`config.mk`:
```
export PLATFORM = sky130hd
export DESIGN_NAME = sbi_top
export DESIGN_NICKNAME = d
export VERILOG_FILES = /design/src/rtl/sbi_pkg.sv /design/src/rtl/sbi_par_if.sv /design/src/rtl/sbi_par_mem.sv /design/src/rtl/sbi_top.sv
export SDC_FILE = /design/constraint.sdc
export NUM_CORES = 2
export LEC_CHECK = 0
export ABC_AREA = 1
export BUFFER_PORTS_ARGS = -buffer_cell sky130_fd_sc_hd__buf_2
export CAP_MARGIN = 20
export CORE_MARGIN = 5
export CORE_UTILIZATION = 68
export CTS_CLUSTER_SIZE = 8
export DETAILED_ROUTE_END_ITERATION = 10
export PLACE_DENSITY = 0.95
export SLEW_MARGIN = 20
export SYNTH_ARGS = -nofsm -noshare
export SYNTH_HDL_FRONTEND = slang
export SYNTH_SLANG_ARGS = --single-unit
```
`constraint.sdc`:
```
create_clock -name clk -period 32.7 [get_ports clk]
set_clock_uncertainty 0.15 [all_clocks]
set_input_delay 3.27 -clock clk [delete_from_list [all_inputs] [get_ports clk]]
set_output_delay 3.27 -clock clk [all_outputs]
set_load 0.03 [all_outputs]
```
`src/rtl/sbi_pkg.sv`:
```
// package of constants for the servo brake, index and configuration block
`default_nettype none
package sbi_pkg;
    // ----------------------------------------------------------------
    // register byte offsets
    // ----------------------------------------------------------------
    localparam logic [7:0] SBI_CTRL_OFF = 8'h00;
    localparam logic [7:0] SBI_STAT_OFF = 8'h04;
    localparam logic [7:0] SBI_PAR_OFF = 8'h20;
    localparam logic [7:0] SBI_PPCMD_OFF = 8'h0C;
    localparam logic [7:0] SBI_TRQ_OFF = 8'h10;
    localparam logic [7:0] SBI_SAVE_OFF = 8'h14;
    // ----------------------------------------------------------------
    // field positions
    // ----------------------------------------------------------------
    localparam int SBI_CTRL_ENA = 0;
    localparam int SBI_CTRL_MODE_LO = 1;
    localparam int SBI_STAT_BRK = 0;
    localparam int SBI_STAT_INPOS = 1;
    localparam int SBI_STAT_BUSY = 2;
    localparam int SBI_STAT_BAD = 3;
    localparam int SBI_STAT_PPREJ = 4;
    localparam int SBI_STAT_SAVES_LO = 8;
    // ----------------------------------------------------------------
    // parameter table: word index in the low bits of the par address
    // ----------------------------------------------------------------
    localparam int SBI_NPAR = 8;
    localparam logic [2:0] SBI_P_MAIN = 3'h0;
    localparam logic [2:0] SBI_P_VEL = 3'h1;
    localparam logic [2:0] SBI_P_INT = 3'h2;
    localparam logic [2:0] SBI_P_TRQ = 3'h3;
    localparam logic [2:0] SBI_P_WIN = 3'h4;
    localparam logic [6:0] SBI_PAR_MIN = 7'h01;
    localparam logic [6:0] SBI_PAR_MAX = 7'h7F;
    localparam logic [6:0] SBI_BRAKE_SEL = 7'h7F;
    localparam logic [6:0] SBI_TRQ_RST = 7'h7F;
    localparam logic [6:0] SBI_WIN_RST = 7'h0A;
    localparam logic [6:0] SBI_GAIN_RST = 7'h20;
    // ----------------------------------------------------------------
    // torque filter and scaling
    // ----------------------------------------------------------------
    localparam logic [5:0] SBI_TRQ_A_MUL = 6'h1A;
    localparam int SBI_FILT_SHIFT = 14;
    // 107 / 2^16 approximates 2^14 times the 100 ns clock period
    localparam logic [6:0] SBI_FILT_GAIN = 7'h6B;
    localparam int SBI_FILT_FRAC = 16;
    localparam logic [15:0] SBI_MA_PER_10V = 16'h4E20;
    // ----------------------------------------------------------------
    // timing
    // ----------------------------------------------------------------
    localparam int SBI_CLK_HZ = 10_000_000;
    localparam int SBI_NVM_WRITE_US = 50;
    localparam int SBI_NVM_CYC = SBI_NVM_WRITE_US * (SBI_CLK_HZ / 1_000_000);
    typedef enum logic [1:0] {SBI_MODE_PULSE, SBI_MODE_ANALOG,
        SBI_MODE_SERIAL, SBI_MODE_TORQUE} sbi_mode_e;
endpackage
`default_nettype wire

```
`src/rtl/sbi_par_if.sv`:
```
// interface carrying parameter memory accesses
`default_nettype none
interface sbi_par_if;
    logic we;
    logic [2:0] waddr;
    logic [6:0] wdata;
    logic [2:0] raddr;
    logic [6:0] rdata;
    modport ctl (output we, waddr, wdata, raddr, input rdata);
    modport mem (input we, waddr, wdata, raddr, output rdata);
endinterface
`default_nettype wire

```
`src/rtl/sbi_par_mem.sv`:
```
// parameter memory standing in for the nonvolatile image
`default_nettype none
module sbi_par_mem
    import sbi_pkg::*;
(
    input wire logic clk, // system clock
    input wire logic sys_rst, // synchronous reset
    input wire logic ce, // clock enable
    sbi_par_if.mem port // access port
);
    // contents outlive sys_rst like the nonvolatile image; factory values
    logic [6:0] mem_q [SBI_NPAR] = '{SBI_P_TRQ: SBI_TRQ_RST,
        SBI_P_WIN: SBI_WIN_RST, default: SBI_GAIN_RST};

    always_ff @(posedge clk)
    begin
        if (sys_rst)
        begin
            port.rdata <= 7'h00;
        end
        else if (ce)
        begin
            if (port.we) mem_q[port.waddr] <= port.wdata;
            port.rdata <= mem_q[port.raddr];
        end
    end
endmodule // sbi_par_mem
`default_nettype wire

```
`src/rtl/sbi_top.sv`:
```
// brake, revolution index, serial configuration and torque scaling
// ----------------------------------------------------------------
// Summary of operation
// - window 127 makes in-position pin the brake output after power cycle.
// - powered and enabled drive holds brake output low, releasing brake.
// - disabled drive holds brake output high, engaging brake.
// - any alarm forces brake output high over enable.
// - one index pulse per revolution from 14 or 16 bit absolute position.
// - configuration port works always after power-on, in any mode.
// - point-to-point commands only in serial mode; else parameters only.
// - host is master, block only answers; several drives may share network.
// - saves and parameter writes commit configuration to nonvolatile memory.
// - gains and filter coefficient accept 1 to 127, others rejected.
// - torque command smoothed by first-order low-pass, corner 26 times coef.
// - torque reference scales linearly, +10V is 20.0A, sign sets direction.
// - in-position output high when position error within window, else low.
// ----------------------------------------------------------------
`default_nettype none
module sbi_top
    import sbi_pkg::*;
(
    input wire logic clk, // 10 MHz system clock
    input wire logic sys_rst, // synchronous reset, active high
    input wire logic ce, // clock enable, freezes state when low
    input wire logic psel, // apb select
    input wire logic penable, // apb enable
    input wire logic pwrite, // apb direction
    input wire logic [7:0] paddr, // apb byte address
    input wire logic [31:0] pwdata, // apb write data
    output logic [31:0] prdata, // apb read data
    output logic pready, // apb ready
    output logic pslverr, // apb error
    input wire logic drive_en_pin, // enable pin, async
    input wire logic alarm_pin, // any alarm or fault, async
    input wire logic enc_16bit, // encoder resolution 16 bits when high
    input wire logic [15:0] enc_pos, // absolute encoder position
    input wire logic [15:0] pos_err_abs, // magnitude of position error
    input wire logic signed [15:0] trq_ref, // torque ref, full scale = 10V
    output logic in_position_out, // in-position or brake release pin
    output logic rev_index_pulse, // index pulse, falling edge is mark
    output logic signed [15:0] trq_cur_ma, // current command in mA
    output logic signed [15:0] trq_filt_ma, // filtered current in mA
    output logic pp_cmd_valid, // point-to-point command strobe
    output logic [31:0] pp_cmd_pos, // point-to-point target
    output logic nvm_write // one pulse per nonvolatile commit
);
    // ----------------------------------------------------------------
    // pin synchronisers
    // ----------------------------------------------------------------
    logic [2:0] en_sy_q, al_sy_q;
    logic en_q, al_q;
    always_ff @(posedge clk)
    begin
        if (sys_rst)
        begin
            en_sy_q <= 3'h0;
            al_sy_q <= 3'h7;
            en_q <= 1'b0;
            al_q <= 1'b1;
        end
        else if (ce)
        begin
            en_sy_q <= {en_sy_q[1:0], drive_en_pin};
            al_sy_q <= {al_sy_q[1:0], alarm_pin};
            if (en_sy_q[1] == en_sy_q[2]) en_q <= en_sy_q[2];
            if (al_sy_q[1] == al_sy_q[2]) al_q <= al_sy_q[2];
        end
    end

    // ----------------------------------------------------------------
    // apb decode; every access answers in its first access cycle
    // ----------------------------------------------------------------
    wire acc = psel && penable;
    wire wr = acc && pwrite;
    wire rd_now = psel && !penable && !pwrite;
    wire hit_ctrl = paddr == SBI_CTRL_OFF;
    wire hit_stat = paddr == SBI_STAT_OFF;
    wire hit_pp = paddr == SBI_PPCMD_OFF;
    wire hit_trq = paddr == SBI_TRQ_OFF;
    wire hit_save = paddr == SBI_SAVE_OFF;

    // parameter table: one aligned word per index, indices 0 to 4 only
    wire hit_tab = paddr[7:5] == SBI_PAR_OFF[7:5] && paddr[4:2] < 3'h5
        && paddr[1:0] == 2'b00;
    wire [2:0] tab_idx = paddr[4:2];
    wire mapped = hit_ctrl || hit_stat || hit_tab || hit_pp || hit_trq
        || hit_save;

    function automatic logic par_ok(input logic [31:0] v);
        par_ok = v[31:7] == 25'h0 && v[6:0] >= SBI_PAR_MIN;
    endfunction

    sbi_mode_e mode_q;
    logic ena_sw_q, bad_q, pprej_q, brake_sel_q, sel_done_q;
    logic [15:0] saves_q;
    logic [$clog2(SBI_NVM_CYC+1)-1:0] nvm_cnt_q;
    wire nvm_busy = nvm_cnt_q != '0;
    wire par_wr = wr && hit_tab && par_ok(pwdata);
    wire par_bad = wr && hit_tab && !par_ok(pwdata);
    wire pp_ok = wr && hit_pp && mode_q == SBI_MODE_SERIAL;
    wire pp_bad = wr && hit_pp && mode_q != SBI_MODE_SERIAL;
    wire commit = par_wr || (wr && hit_save && pwdata[0]);

    sbi_par_if par ();
    sbi_par_mem u_mem (
        .clk(clk),
        .sys_rst(sys_rst),
        .ce(ce),
        .port(par)
    );
    logic [2:0] scan_q;
    assign par.we = ce && par_wr;
    assign par.waddr = tab_idx;
    assign par.wdata = pwdata[6:0];
    assign par.raddr = rd_now && hit_tab ? tab_idx : scan_q;

    // live copies of the window and torque coefficient, refreshed by scan
    logic [6:0] win_q, trq_q;
    logic [2:0] scan_prev_q;
    logic rd_tab_q;
    always_ff @(posedge clk)
    begin
        if (sys_rst)
        begin
            scan_q <= SBI_P_WIN;
            // memory output is not valid yet: no capture on the first edge
            scan_prev_q <= SBI_P_MAIN;
            win_q <= SBI_WIN_RST;
            trq_q <= SBI_TRQ_RST;
            rd_tab_q <= 1'b0;
        end
        else if (ce)
        begin
            rd_tab_q <= rd_now && hit_tab;
            scan_prev_q <= par.raddr;
            scan_q <= scan_q == SBI_P_WIN ? SBI_P_TRQ : SBI_P_WIN;
            if (!rd_tab_q && scan_prev_q == SBI_P_WIN) win_q <= par.rdata;
            if (!rd_tab_q && scan_prev_q == SBI_P_TRQ) trq_q <= par.rdata;
        end
    end

    // ----------------------------------------------------------------
    // control state and commits
    // ----------------------------------------------------------------
    always_ff @(posedge clk)
    begin
        if (sys_rst)
        begin
            mode_q <= SBI_MODE_PULSE;
            ena_sw_q <= 1'b0;
            bad_q <= 1'b0;
            pprej_q <= 1'b0;
            saves_q <= 16'h0000;
            nvm_cnt_q <= '0;
            pp_cmd_valid <= 1'b0;
            pp_cmd_pos <= 32'h0000_0000;
            nvm_write <= 1'b0;
        end
        else if (ce)
        begin
            if (wr && hit_ctrl)
            begin
                ena_sw_q <= pwdata[SBI_CTRL_ENA];
                mode_q <= sbi_mode_e'(pwdata[SBI_CTRL_MODE_LO +: 2]);
            end
            // set wins over the write-one-to-clear
            if (par_bad) bad_q <= 1'b1;
            else if (wr && hit_stat && pwdata[SBI_STAT_BAD]) bad_q <= 1'b0;
            if (pp_bad) pprej_q <= 1'b1;
            else if (wr && hit_stat && pwdata[SBI_STAT_PPREJ])
                pprej_q <= 1'b0;
            pp_cmd_valid <= pp_ok;
            if (pp_ok) pp_cmd_pos <= pwdata;
            nvm_write <= commit;
            if (commit)
            begin
                saves_q <= saves_q + 16'h0001;
                nvm_cnt_q <= ($bits(nvm_cnt_q))'(SBI_NVM_CYC);
            end
            else if (nvm_busy) nvm_cnt_q <= nvm_cnt_q - 1'b1;
        end
    end

    // brake selection captured once after reset release (power cycle)
    always_ff @(posedge clk)
    begin
        if (sys_rst)
        begin
            brake_sel_q <= 1'b0;
            sel_done_q <= 1'b0;
        end
        else if (ce && !sel_done_q && scan_prev_q == SBI_P_WIN
            && !rd_tab_q)
        begin
            brake_sel_q <= par.rdata == SBI_BRAKE_SEL;
            sel_done_q <= 1'b1;
        end
    end

    // ----------------------------------------------------------------
    // brake and in-position pin
    // ----------------------------------------------------------------
    wire release_ok = en_q && ena_sw_q && !al_q && sel_done_q;
    wire in_pos = pos_err_abs <= {9'h000, win_q};
    always_ff @(posedge clk)
    begin
        if (sys_rst) in_position_out <= 1'b1;
        else if (ce)
        begin
            if (!sel_done_q) in_position_out <= 1'b1;
            else if (brake_sel_q)
                in_position_out <= !release_ok;
            else in_position_out <= in_pos;
        end
    end

    // ----------------------------------------------------------------
    // revolution index: low pulse at the zero crossing of position
    // ----------------------------------------------------------------
    wire [15:0] pos = enc_16bit ? enc_pos : {enc_pos[13:0], 2'b00};
    logic pos_msb_q;
    always_ff @(posedge clk)
    begin
        if (sys_rst)
        begin
            // start from the present half so reset gives no false mark
            pos_msb_q <= pos[15];
            rev_index_pulse <= 1'b1;
        end
        else if (ce)
        begin
            pos_msb_q <= pos[15];
            // one wrap per turn in either direction; falling edge marks it
            rev_index_pulse <= !(pos_msb_q != pos[15]
                && pos[14] == pos[15]);
        end
    end

    // ----------------------------------------------------------------
    // torque scaling and first-order filter
    // ----------------------------------------------------------------
    wire signed [31:0] cur_full = 32'(trq_ref) * $signed({16'h0,
        SBI_MA_PER_10V});
    wire signed [15:0] cur = 16'(cur_full >>> 15);
    wire [12:0] a_coef = 13'(trq_q * SBI_TRQ_A_MUL);
    logic signed [31:0] filt_q;
    // error kept at 48 bits so a full-scale reversal cannot wrap
    wire signed [47:0] diff = (48'($signed({cur, 16'h0000})) - 48'(filt_q))
        >>> SBI_FILT_SHIFT;
    wire signed [47:0] step = diff * $signed({35'h0, a_coef})
        * $signed({41'h0, SBI_FILT_GAIN});
    always_ff @(posedge clk)
    begin
        if (sys_rst)
        begin
            filt_q <= 32'h0000_0000;
            trq_cur_ma <= 16'h0000;
            trq_filt_ma <= 16'h0000;
        end
        else if (ce)
        begin
            trq_cur_ma <= cur;
            filt_q <= filt_q + 32'(step >>> SBI_FILT_FRAC);
            trq_filt_ma <= filt_q[31:16];
        end
    end

    // ----------------------------------------------------------------
    // read data; table reads come from the memory's output register
    // ----------------------------------------------------------------
    logic [31:0] rd_q;
    wire [31:0] stat_w = {8'h00, saves_q, 3'h0, pprej_q, bad_q, nvm_busy,
        in_position_out, !brake_sel_q ? 1'b0 : !in_position_out};
    wire [31:0] rd_w = hit_ctrl ? {29'h0, mode_q, ena_sw_q}
        : hit_stat ? stat_w
        : hit_trq ? {16'h0, trq_filt_ma}
        : hit_pp ? pp_cmd_pos : 32'h0000_0000;
    always_ff @(posedge clk)
    begin
        if (sys_rst) rd_q <= 32'h0000_0000;
        else if (ce && rd_now) rd_q <= rd_w;
    end
    assign pready = 1'b1;
    assign pslverr = acc && !mapped;
    assign prdata = hit_tab ? {25'h0, par.rdata} : rd_q;

    // ----------------------------------------------------------------
    // checks
    // ----------------------------------------------------------------
    brake_fault_a: assert property (@(posedge clk) disable iff (sys_rst)
        ce && brake_sel_q && al_q |=> in_position_out)
        else $error("brake released during alarm");
    brake_dis_a: assert property (@(posedge clk) disable iff (sys_rst)
        ce && brake_sel_q && !en_q |=> in_position_out)
        else $error("brake released while disabled");
    brake_rel_a: assert property (@(posedge clk) disable iff (sys_rst)
        ce && brake_sel_q && release_ok |=> !in_position_out)
        else $error("brake not released when enabled");
    brake_sel_a: assert property (@(posedge clk) disable iff (sys_rst)
        sel_done_q && $changed(win_q) |=> $stable(brake_sel_q))
        else $error("brake selection changed before power cycle");
    in_pos_a: assert property (@(posedge clk) disable iff (sys_rst)
        ce && sel_done_q && !brake_sel_q
        |=> in_position_out == $past(in_pos))
        else $error("in-position output wrong");
    pp_gate_a: assert property (@(posedge clk) disable iff (sys_rst)
        pp_cmd_valid |-> $past(mode_q) == SBI_MODE_SERIAL)
        else $error("position command outside serial mode");
    par_range_a: assert property (@(posedge clk) disable iff (sys_rst)
        par.we |-> par.wdata >= SBI_PAR_MIN)
        else $error("out of range parameter stored");
    nvm_commit_a: assert property (@(posedge clk) disable iff (sys_rst)
        ce && commit |=> nvm_write ##1 nvm_busy)
        else $error("commit not issued");
    index_pulse_a: assert property (@(posedge clk) disable iff (sys_rst)
        !rev_index_pulse |=> rev_index_pulse || !ce)
        else $error("index pulse longer than one cycle");
    apb_ready_a: assert property (@(posedge clk) disable iff (sys_rst)
        acc |-> pready)
        else $error("port not answering");
endmodule // sbi_top
`default_nettype wire

```
# Yosys cells after proc, flatten, opt, wreduce, memory -nomap -nowiden

Memories as Yosys holds them, arrays and structs flattened. A register that Yosys moved wholly into a read port is not among the register bits.
Index checks and enable logic that the tools add are counted.

$add $sub $neg: 4
Multiply operators: 4
Order comparisons: 3
Equality and inequality tests: 15
Mux-type cells: 23
Reductions and logical operators: 66

Operators by type and width:

| cell                                                                  | number |
|---|---|
| 32-bit two-way mux                                                    | 5 |
| 31-bit by 8-bit multiplier with 39-bit output, second input constant  | 1 |
| 32-bit by 32-bit subtractor with 33-bit output                        | 1 |
| 32-bit by 24-bit adder with 32-bit output                             | 1 |
| 1-bit logical AND                                                     | 32 |
| 19-bit by 12-bit multiplier with 31-bit output                        | 1 |
| 16-bit by 11-bit multiplier with 26-bit output, second input constant | 1 |
| 25-bit logical NOT                                                    | 1 |
| 2-bit AND reduction                                                   | 10 |
| 9-bit two-way mux                                                     | 2 |
| 16-bit by 1-bit adder with 16-bit output, second input constant       | 1 |
| 8-bit by 5-bit == test with 1-bit output, second input constant       | 2 |
| 16-bit by 7-bit less-or-equal comparator with 1-bit output            | 1 |
| 16-bit two-way mux                                                    | 1 |
| 1-bit two-way mux                                                     | 13 |
| 7-bit by 4-bit multiplier with 11-bit output, second input constant   | 1 |
| 1-bit logical NOT                                                     | 10 |
| 9-bit nonzero test                                                    | 1 |
| 9-bit by 1-bit subtractor with 9-bit output, second input constant    | 1 |
| 8-bit by 3-bit == test with 1-bit output, second input constant       | 1 |
| 8-bit by 4-bit == test with 1-bit output, second input constant       | 1 |
| 8-bit logical NOT                                                     | 1 |
| 2-bit nonzero test                                                    | 4 |
| 7-bit == test, second input constant                                  | 1 |
| 12 further kinds                                                      | 21 |

Flip-flop bits (word level): 194
Memory bits (writable): 56
Input port bits: 97
Output and inout bits: 102
Memories kept: 1

Memory list:

| name        | words | width | read ports | clocked after memory_dff | wr ports | RTL line          | source |
|---|---|---|---|---|---|---|---|
| u_mem.mem_q | 8     | 7     | 1          | 1                        | 1        | sbi_par_mem.sv:12 | `logic [6:0] mem_q [SBI_NPAR] = '{SBI_P_TRQ: SBI_TRQ_RST,` |

# Depth between registers and ports, before layout

Depth after elaboration: 10
Depth in mapped cells: 86
Mapped depth without buffers: 85

# Modules after synthesis

From an unflattened synthesis, not the netlist that was laid out.

Cells, all modules: 3912
Area total of the unflattened synthesis: 29779.8 um^2

Modules (own cells, without submodules):

| module      | instances | cells each | area an instance (um^2) | seq. area each (um^2) |
|---|---|---|---|---|
| sbi_top     | 1         | 3642       | 27034.7                 | 3873.7 |
| sbi_par_mem | 1         | 270        | 2745.1                  | 1821.7 |

# Worst setup path before layout

OpenSTA, ideal clock, no wires.

Path kind: input to register
From: in trq_ref[4]
To: reg filt_q[31]
Library setup time: 0.110 ns
Arrival: 16.906 ns
Data required time: 32.440 ns
Slack: 15.534 ns
Cell stages on the path: 78
Path buffers: 2
Cell sequence: ha_1 -> ha_1 -> inv_1 -> fa_1 -> inv_1 -> fa_1 -> inv_1 -> fa_1 -> inv_1 -> ha_1 -> nand2_1 -> nor3_1 -> nand2_1 -> nand2_1 -> a21boi_0 -> o21ai_0 -> xor2_1 -> inv_1 -> [42 not listed] -> inv_1 -> nand2_1 -> nand2_1 -> ha_1 -> nand2_1 -> nand2_1 -> inv_1 -> nor2_1 -> nor2_1 -> nor2_1 -> nor3_1 -> nand3_1 -> inv_1 -> nand3_1 -> nand3_1 -> nand2_1 -> inv_1 -> nor2_1

Longest elaborated chain between the ends: 5

Ends and longest elaborated chain:

| item                                           | RTL line       | source |
|---|---|---|
| start: declaration                             | sbi_top.sv:38  | `input wire logic signed [15:0] trq_ref,` |
| 16-bit by 11-bit multiplier with 26-bit output | sbi_top.sv:242 | `wire signed [31:0] cur_full = 32'(trq_ref) * $signed({16'h0,` |
| via cur_full[21]                               | sbi_top.sv:242 |  |
| 32-bit by 32-bit subtractor with 33-bit output | sbi_top.sv:248 | `wire signed [47:0] diff = (48'($signed({cur, 16'h0000})) - 48'(filt_q))` |
| 19-bit by 12-bit multiplier with 31-bit output | sbi_top.sv:250 | `wire signed [47:0] step = diff * $signed({35'h0, a_coef})` |
| 31-bit by 8-bit multiplier with 39-bit output  | sbi_top.sv:251 | `* $signed({41'h0, SBI_FILT_GAIN});` |
| 32-bit by 24-bit adder with 32-bit output      | sbi_top.sv:263 | `filt_q <= filt_q + 32'(step >>> SBI_FILT_FRAC);` |
| end signal: assignment                         | sbi_top.sv:263 |  |
| end: declaration                               | sbi_top.sv:246 | `logic signed [31:0] filt_q;` |

The timed path passes the listed nets, and every way through them passes these cells.
A chain may end at the register's enable or synchronous reset.

# Worst setup path in the final report

From: in trq_ref[4]
To: reg filt_q[30]

The elaborated chain is that of the path after synthesis.

==> qor.yml <==
min_path:
  worstHoldPathCells: 2
  hold_end: "trq_cur_ma[8]$_SDFFE_PP0P_"
  hold_class: "flip-flop to flip-flop"
  worstHoldStart: "trq_cur_ma[8]$_SDFFE_PP0P_"
critical_path:
  cell_occurring_most_often_along_the_worst_timing_path: "inv_1"
  worst_r2r_startpoint: "trq_q[0]$_SDFFE_PP1P_"
  critPathLaunchType: "input port"
  worstSetupPathType: "input port to flip-flop"
  crit_slowest_cell: "xnor2_1"
  required_ns: 32.94
  rr_worst_depth: 54
  critical_path.max_stage_delay_ns: 0.94
  crit_fanout: 7
  ff2ff_setup_slack_ns: 18.18
  end_kind: "flip-flop"
  critical_path.reg2reg.endpoint: "filt_q[30]$_SDFFE_PP0P_"
  worst-endpoint-arrival_ns: 20.12
run:
  cap_violations: 0
clocking:
  postCtsResizedCells: 0
  tritoncts_num_sinks: 256
  tritoncts_clock_tree: "built"
  ctsRootBufferMaster: "clkbuf_16"
  cts.repair_timing.setup_buffer_count: 0
  cts-htree-levels: 2
  ctsHoldBuffers: 0
  cts_bufs_inserted: 37
  cts.reportedPaths.clkPinSlew_ns: 0.05
  clock_latency_ns: 0.52
  cts.path.max_buffers: 3
grt:
  pin_count_of_the_biggest_net_entering_global_routing: 58
  grt-ovfl-total: 0
  grt_antenna_before_repair: 2
  first_pass_grt_wire_length_um: 135200
  grt_use_total_pct: 34.61
  vias_in_the_first_global_route: 27940
layout:
  drive_above_1_share_pct: 7.800
  areaGrowthSynthToFinish_pct: 8.587
  design.final.nets: 4783
synthesis:
  synth_xor_xnor_area_share_pct: 3.108
  compound_gate_portion_of_the_synthesized_area_pct: 10.96
  synth-adder-area-share_pct: 34.42
  synth_top_family_by_area: "adder cells"
  synth.area.mux_share_pct: 0.03387
  ys_seq_area_share_pct: 19.27
  mappedNetlistArea_um2: 29550
  synth-seq-cells: 256
  synthDistinctLibCells: 65
  synthesis.yosys.warnings: 0
  synthArstFlopShare_pct: 0
  netlist_instances: 3888
  synth.avg_cell_area_um2: 7.600
  synth_enable_flop_cells: 57
  synth_flop_cell: "dfxtp_1"
  synth_simple_gate_area_share_pct: 19.78
detailed_routing:
  drtAntennaViolNets: 0
  via_count: 27680
  drt-vias-per-instance: 5.934
  count_of_tritonroute_iterations_in_the_first_routing_pass: 6
  route.detailed.drc: 0
  detailedRoute.firstIterationViolations: 2929
  routedWlPerCell_um: 17.86
  postRouteWirelength_um: 83290
sta:
  grt_setup_unrepaired: "no"
  max-slew-margin-rel_pct: 18.47
  report.final.hold_viol_count: 0
  setup_violations: 0
  finalMaxSlewViolations: 0
  worst_pin_slew_ns: 1.214
  maxClockFrequency_ghz: 0.05031
  min_period_over_period_pct: 60.79
  min_period_ns: 19.88
  fin_tns_setup_ns: 0
placed_design:
  routabilityCongestion: 1.034
  detailedPlacementHpwl_um: 65060
  port_buffer_count: 185
floorplan:
  initial_utilization_pct: 68.60
  dieHeight_um: 218.5
  core_area_um2: 43080
  row_count: 76
  die_area_um2: 47720
  die_x_um: 218.5
  boundaryPins: 199
outcome:
  run_status: "complete, no violations"
-- through the flow --
step / hold slack [ns] / cells / setup slack (ns) / area [um2] / util (%)
after floorplan: 0.2786 / 3908 / 15.53 / 29620 / -
after global placement: 0.2829 / 4610 / 13.27 / 31030 / 72.05
after detailed placement: 0.2950 / 4610 / 12.99 / 31030 / 72.05
after CTS: 0.3141 / 4662 / 13.35 / 32070 / 74.44
after global routing: 0.3392 / 4663 / 12.20 / 32080 / 74.48
final: 0.3133 / 4664 / 12.82 / 32090 / 74.49
-- kinds of logic after synthesis --
logic type | count (synthesis)
other | 2
buffers and inverters | 964
multiplexers | 1
XOR/XNOR | 101
flip-flops | 256
adder cells (fa/ha/maj) | 622
AO/OA/AOI/OAI | 558
AND/OR/NAND/NOR | 1384
-- synth_stat cells (28+ instances only) --
cell type    n  area share [%]
a211oi_1    33            0.84
a21oi_1    232             3.9
clkbuf_1    51            0.65
dfxtp_1    199              13
edfxtp_1    57             5.8
fa_1       318              22
ha_1       304              13
inv_1      870              11
nand2_1    767             9.7
nand3_1    161             2.7
nand4_1     29            0.61
nor2_1     281             3.6
nor3_1      38            0.64
nor4_1      28            0.59
o21ai_0    146             2.5
or2_2       28            0.59
xnor2_1     29            0.86
xor2_1      69             2.0
-- layer usage --
metal  routed length (um)  global-route usage [%]
met2                39430                   58.02
met5                    0                       0
met1                29740                   42.36
met4                 5042                   18.23
met3                 9082                   6.995
-- final cells by class --
type | count | area, um2
Clock buffer | 50 | 996.0
Multi-Input combinational cell | 2688 | 20290
Timing Repair Buffer | 196 | 1008
Antenna cell | 2 | 5.005
Sequential cell | 256 | 5695
Tap cell | 585 | 732.0
Inverter | 885 | 3324
Fill cell | 2831 | 10990
Clock inverter | 2 | 36.28
-- state kept, by name, summed over array words and instances (netlist names), 3 cells and up --
name	flops
al_sy_q	3
en_sy_q	3
filt_q	32
nvm_cnt_q	9
pp_cmd_pos	32
rd_q	32
saves_q	16
scan_prev_q	3
trq_cur_ma	16
trq_filt_ma	16
trq_q	7
u_mem.mem_q	56
u_mem.port.rdata	7
win_q	7
-- worst max path at each step --
stage | startpoint | end | slack, ns | depth (start not counted)
after CTS | trq_ref[4] | filt_q[30]$_SDFFE_PP0P_ | 13.35 | 71
after global routing | trq_ref[4] | filt_q[30]$_SDFFE_PP0P_ | 12.20 | 74
after floorplan | trq_ref[4] | filt_q[31]$_SDFFE_PP0P_ | 15.53 | 78
after global placement | trq_ref[4] | filt_q[26]$_SDFFE_PP0P_ | 13.27 | 73
final | trq_ref[4] | filt_q[30]$_SDFFE_PP0P_ | 12.82 | 71
after detailed placement | trq_ref[4] | filt_q[31]$_SDFFE_PP0P_ | 12.99 | 74
-- cell usage in the layout, fill, tap and decap left out, types with 6 or more instances in the layout --
cell type / synthesis / layout
nand4_1: 29 / 29
buf_2: 17 / 185
ha_1: 304 / 304
a22o_1: 8 / 8
clkinv_1: 8 / 7
conb_1: 2 / 22
o21bai_1: 16 / 16
o211ai_1: 17 / 17
o221ai_1: 11 / 11
o21a_1: 10 / 10
nor4_1: 28 / 28
nor2_1: 281 / 279
inv_1: 870 / 870
xor2_1: 69 / 67
nand3_1: 161 / 161
clkbuf_1: 51 / 12
o22ai_1: 20 / 20
inv_2: 6 / 7
buf_4: 4 / 11
o21ai_0: 146 / 146
nand2_2: 20 / 20
a21o_1: 11 / 11
a21oi_1: 232 / 232
a31oi_1: 13 / 13
fa_1: 318 / 318
dfxtp_1: 199 / 199
nor3_1: 38 / 38
xnor2_1: 29 / 29
o31ai_1: 6 / 6
a211oi_1: 33 / 33
edfxtp_1: 57 / 57
clkbuf_16: 0 / 38
nand2_1: 767 / 767
and2_1: 8 / 8
o21ai_1: 11 / 11
or2_2: 28 / 28
-- worst max-delay path, delay by kind of cell --
kind	cells	cell delay, ns
compound gates	9	1.68
xor+xnor	3	1.45
fa+ha+maj	19	7.94
buf+inv	15	1.19
simple gates	25	4.55
Power is left out: the tool's default activity adds up to more than one toggle a clock period on the data nets, which glitch-free logic cannot reach.
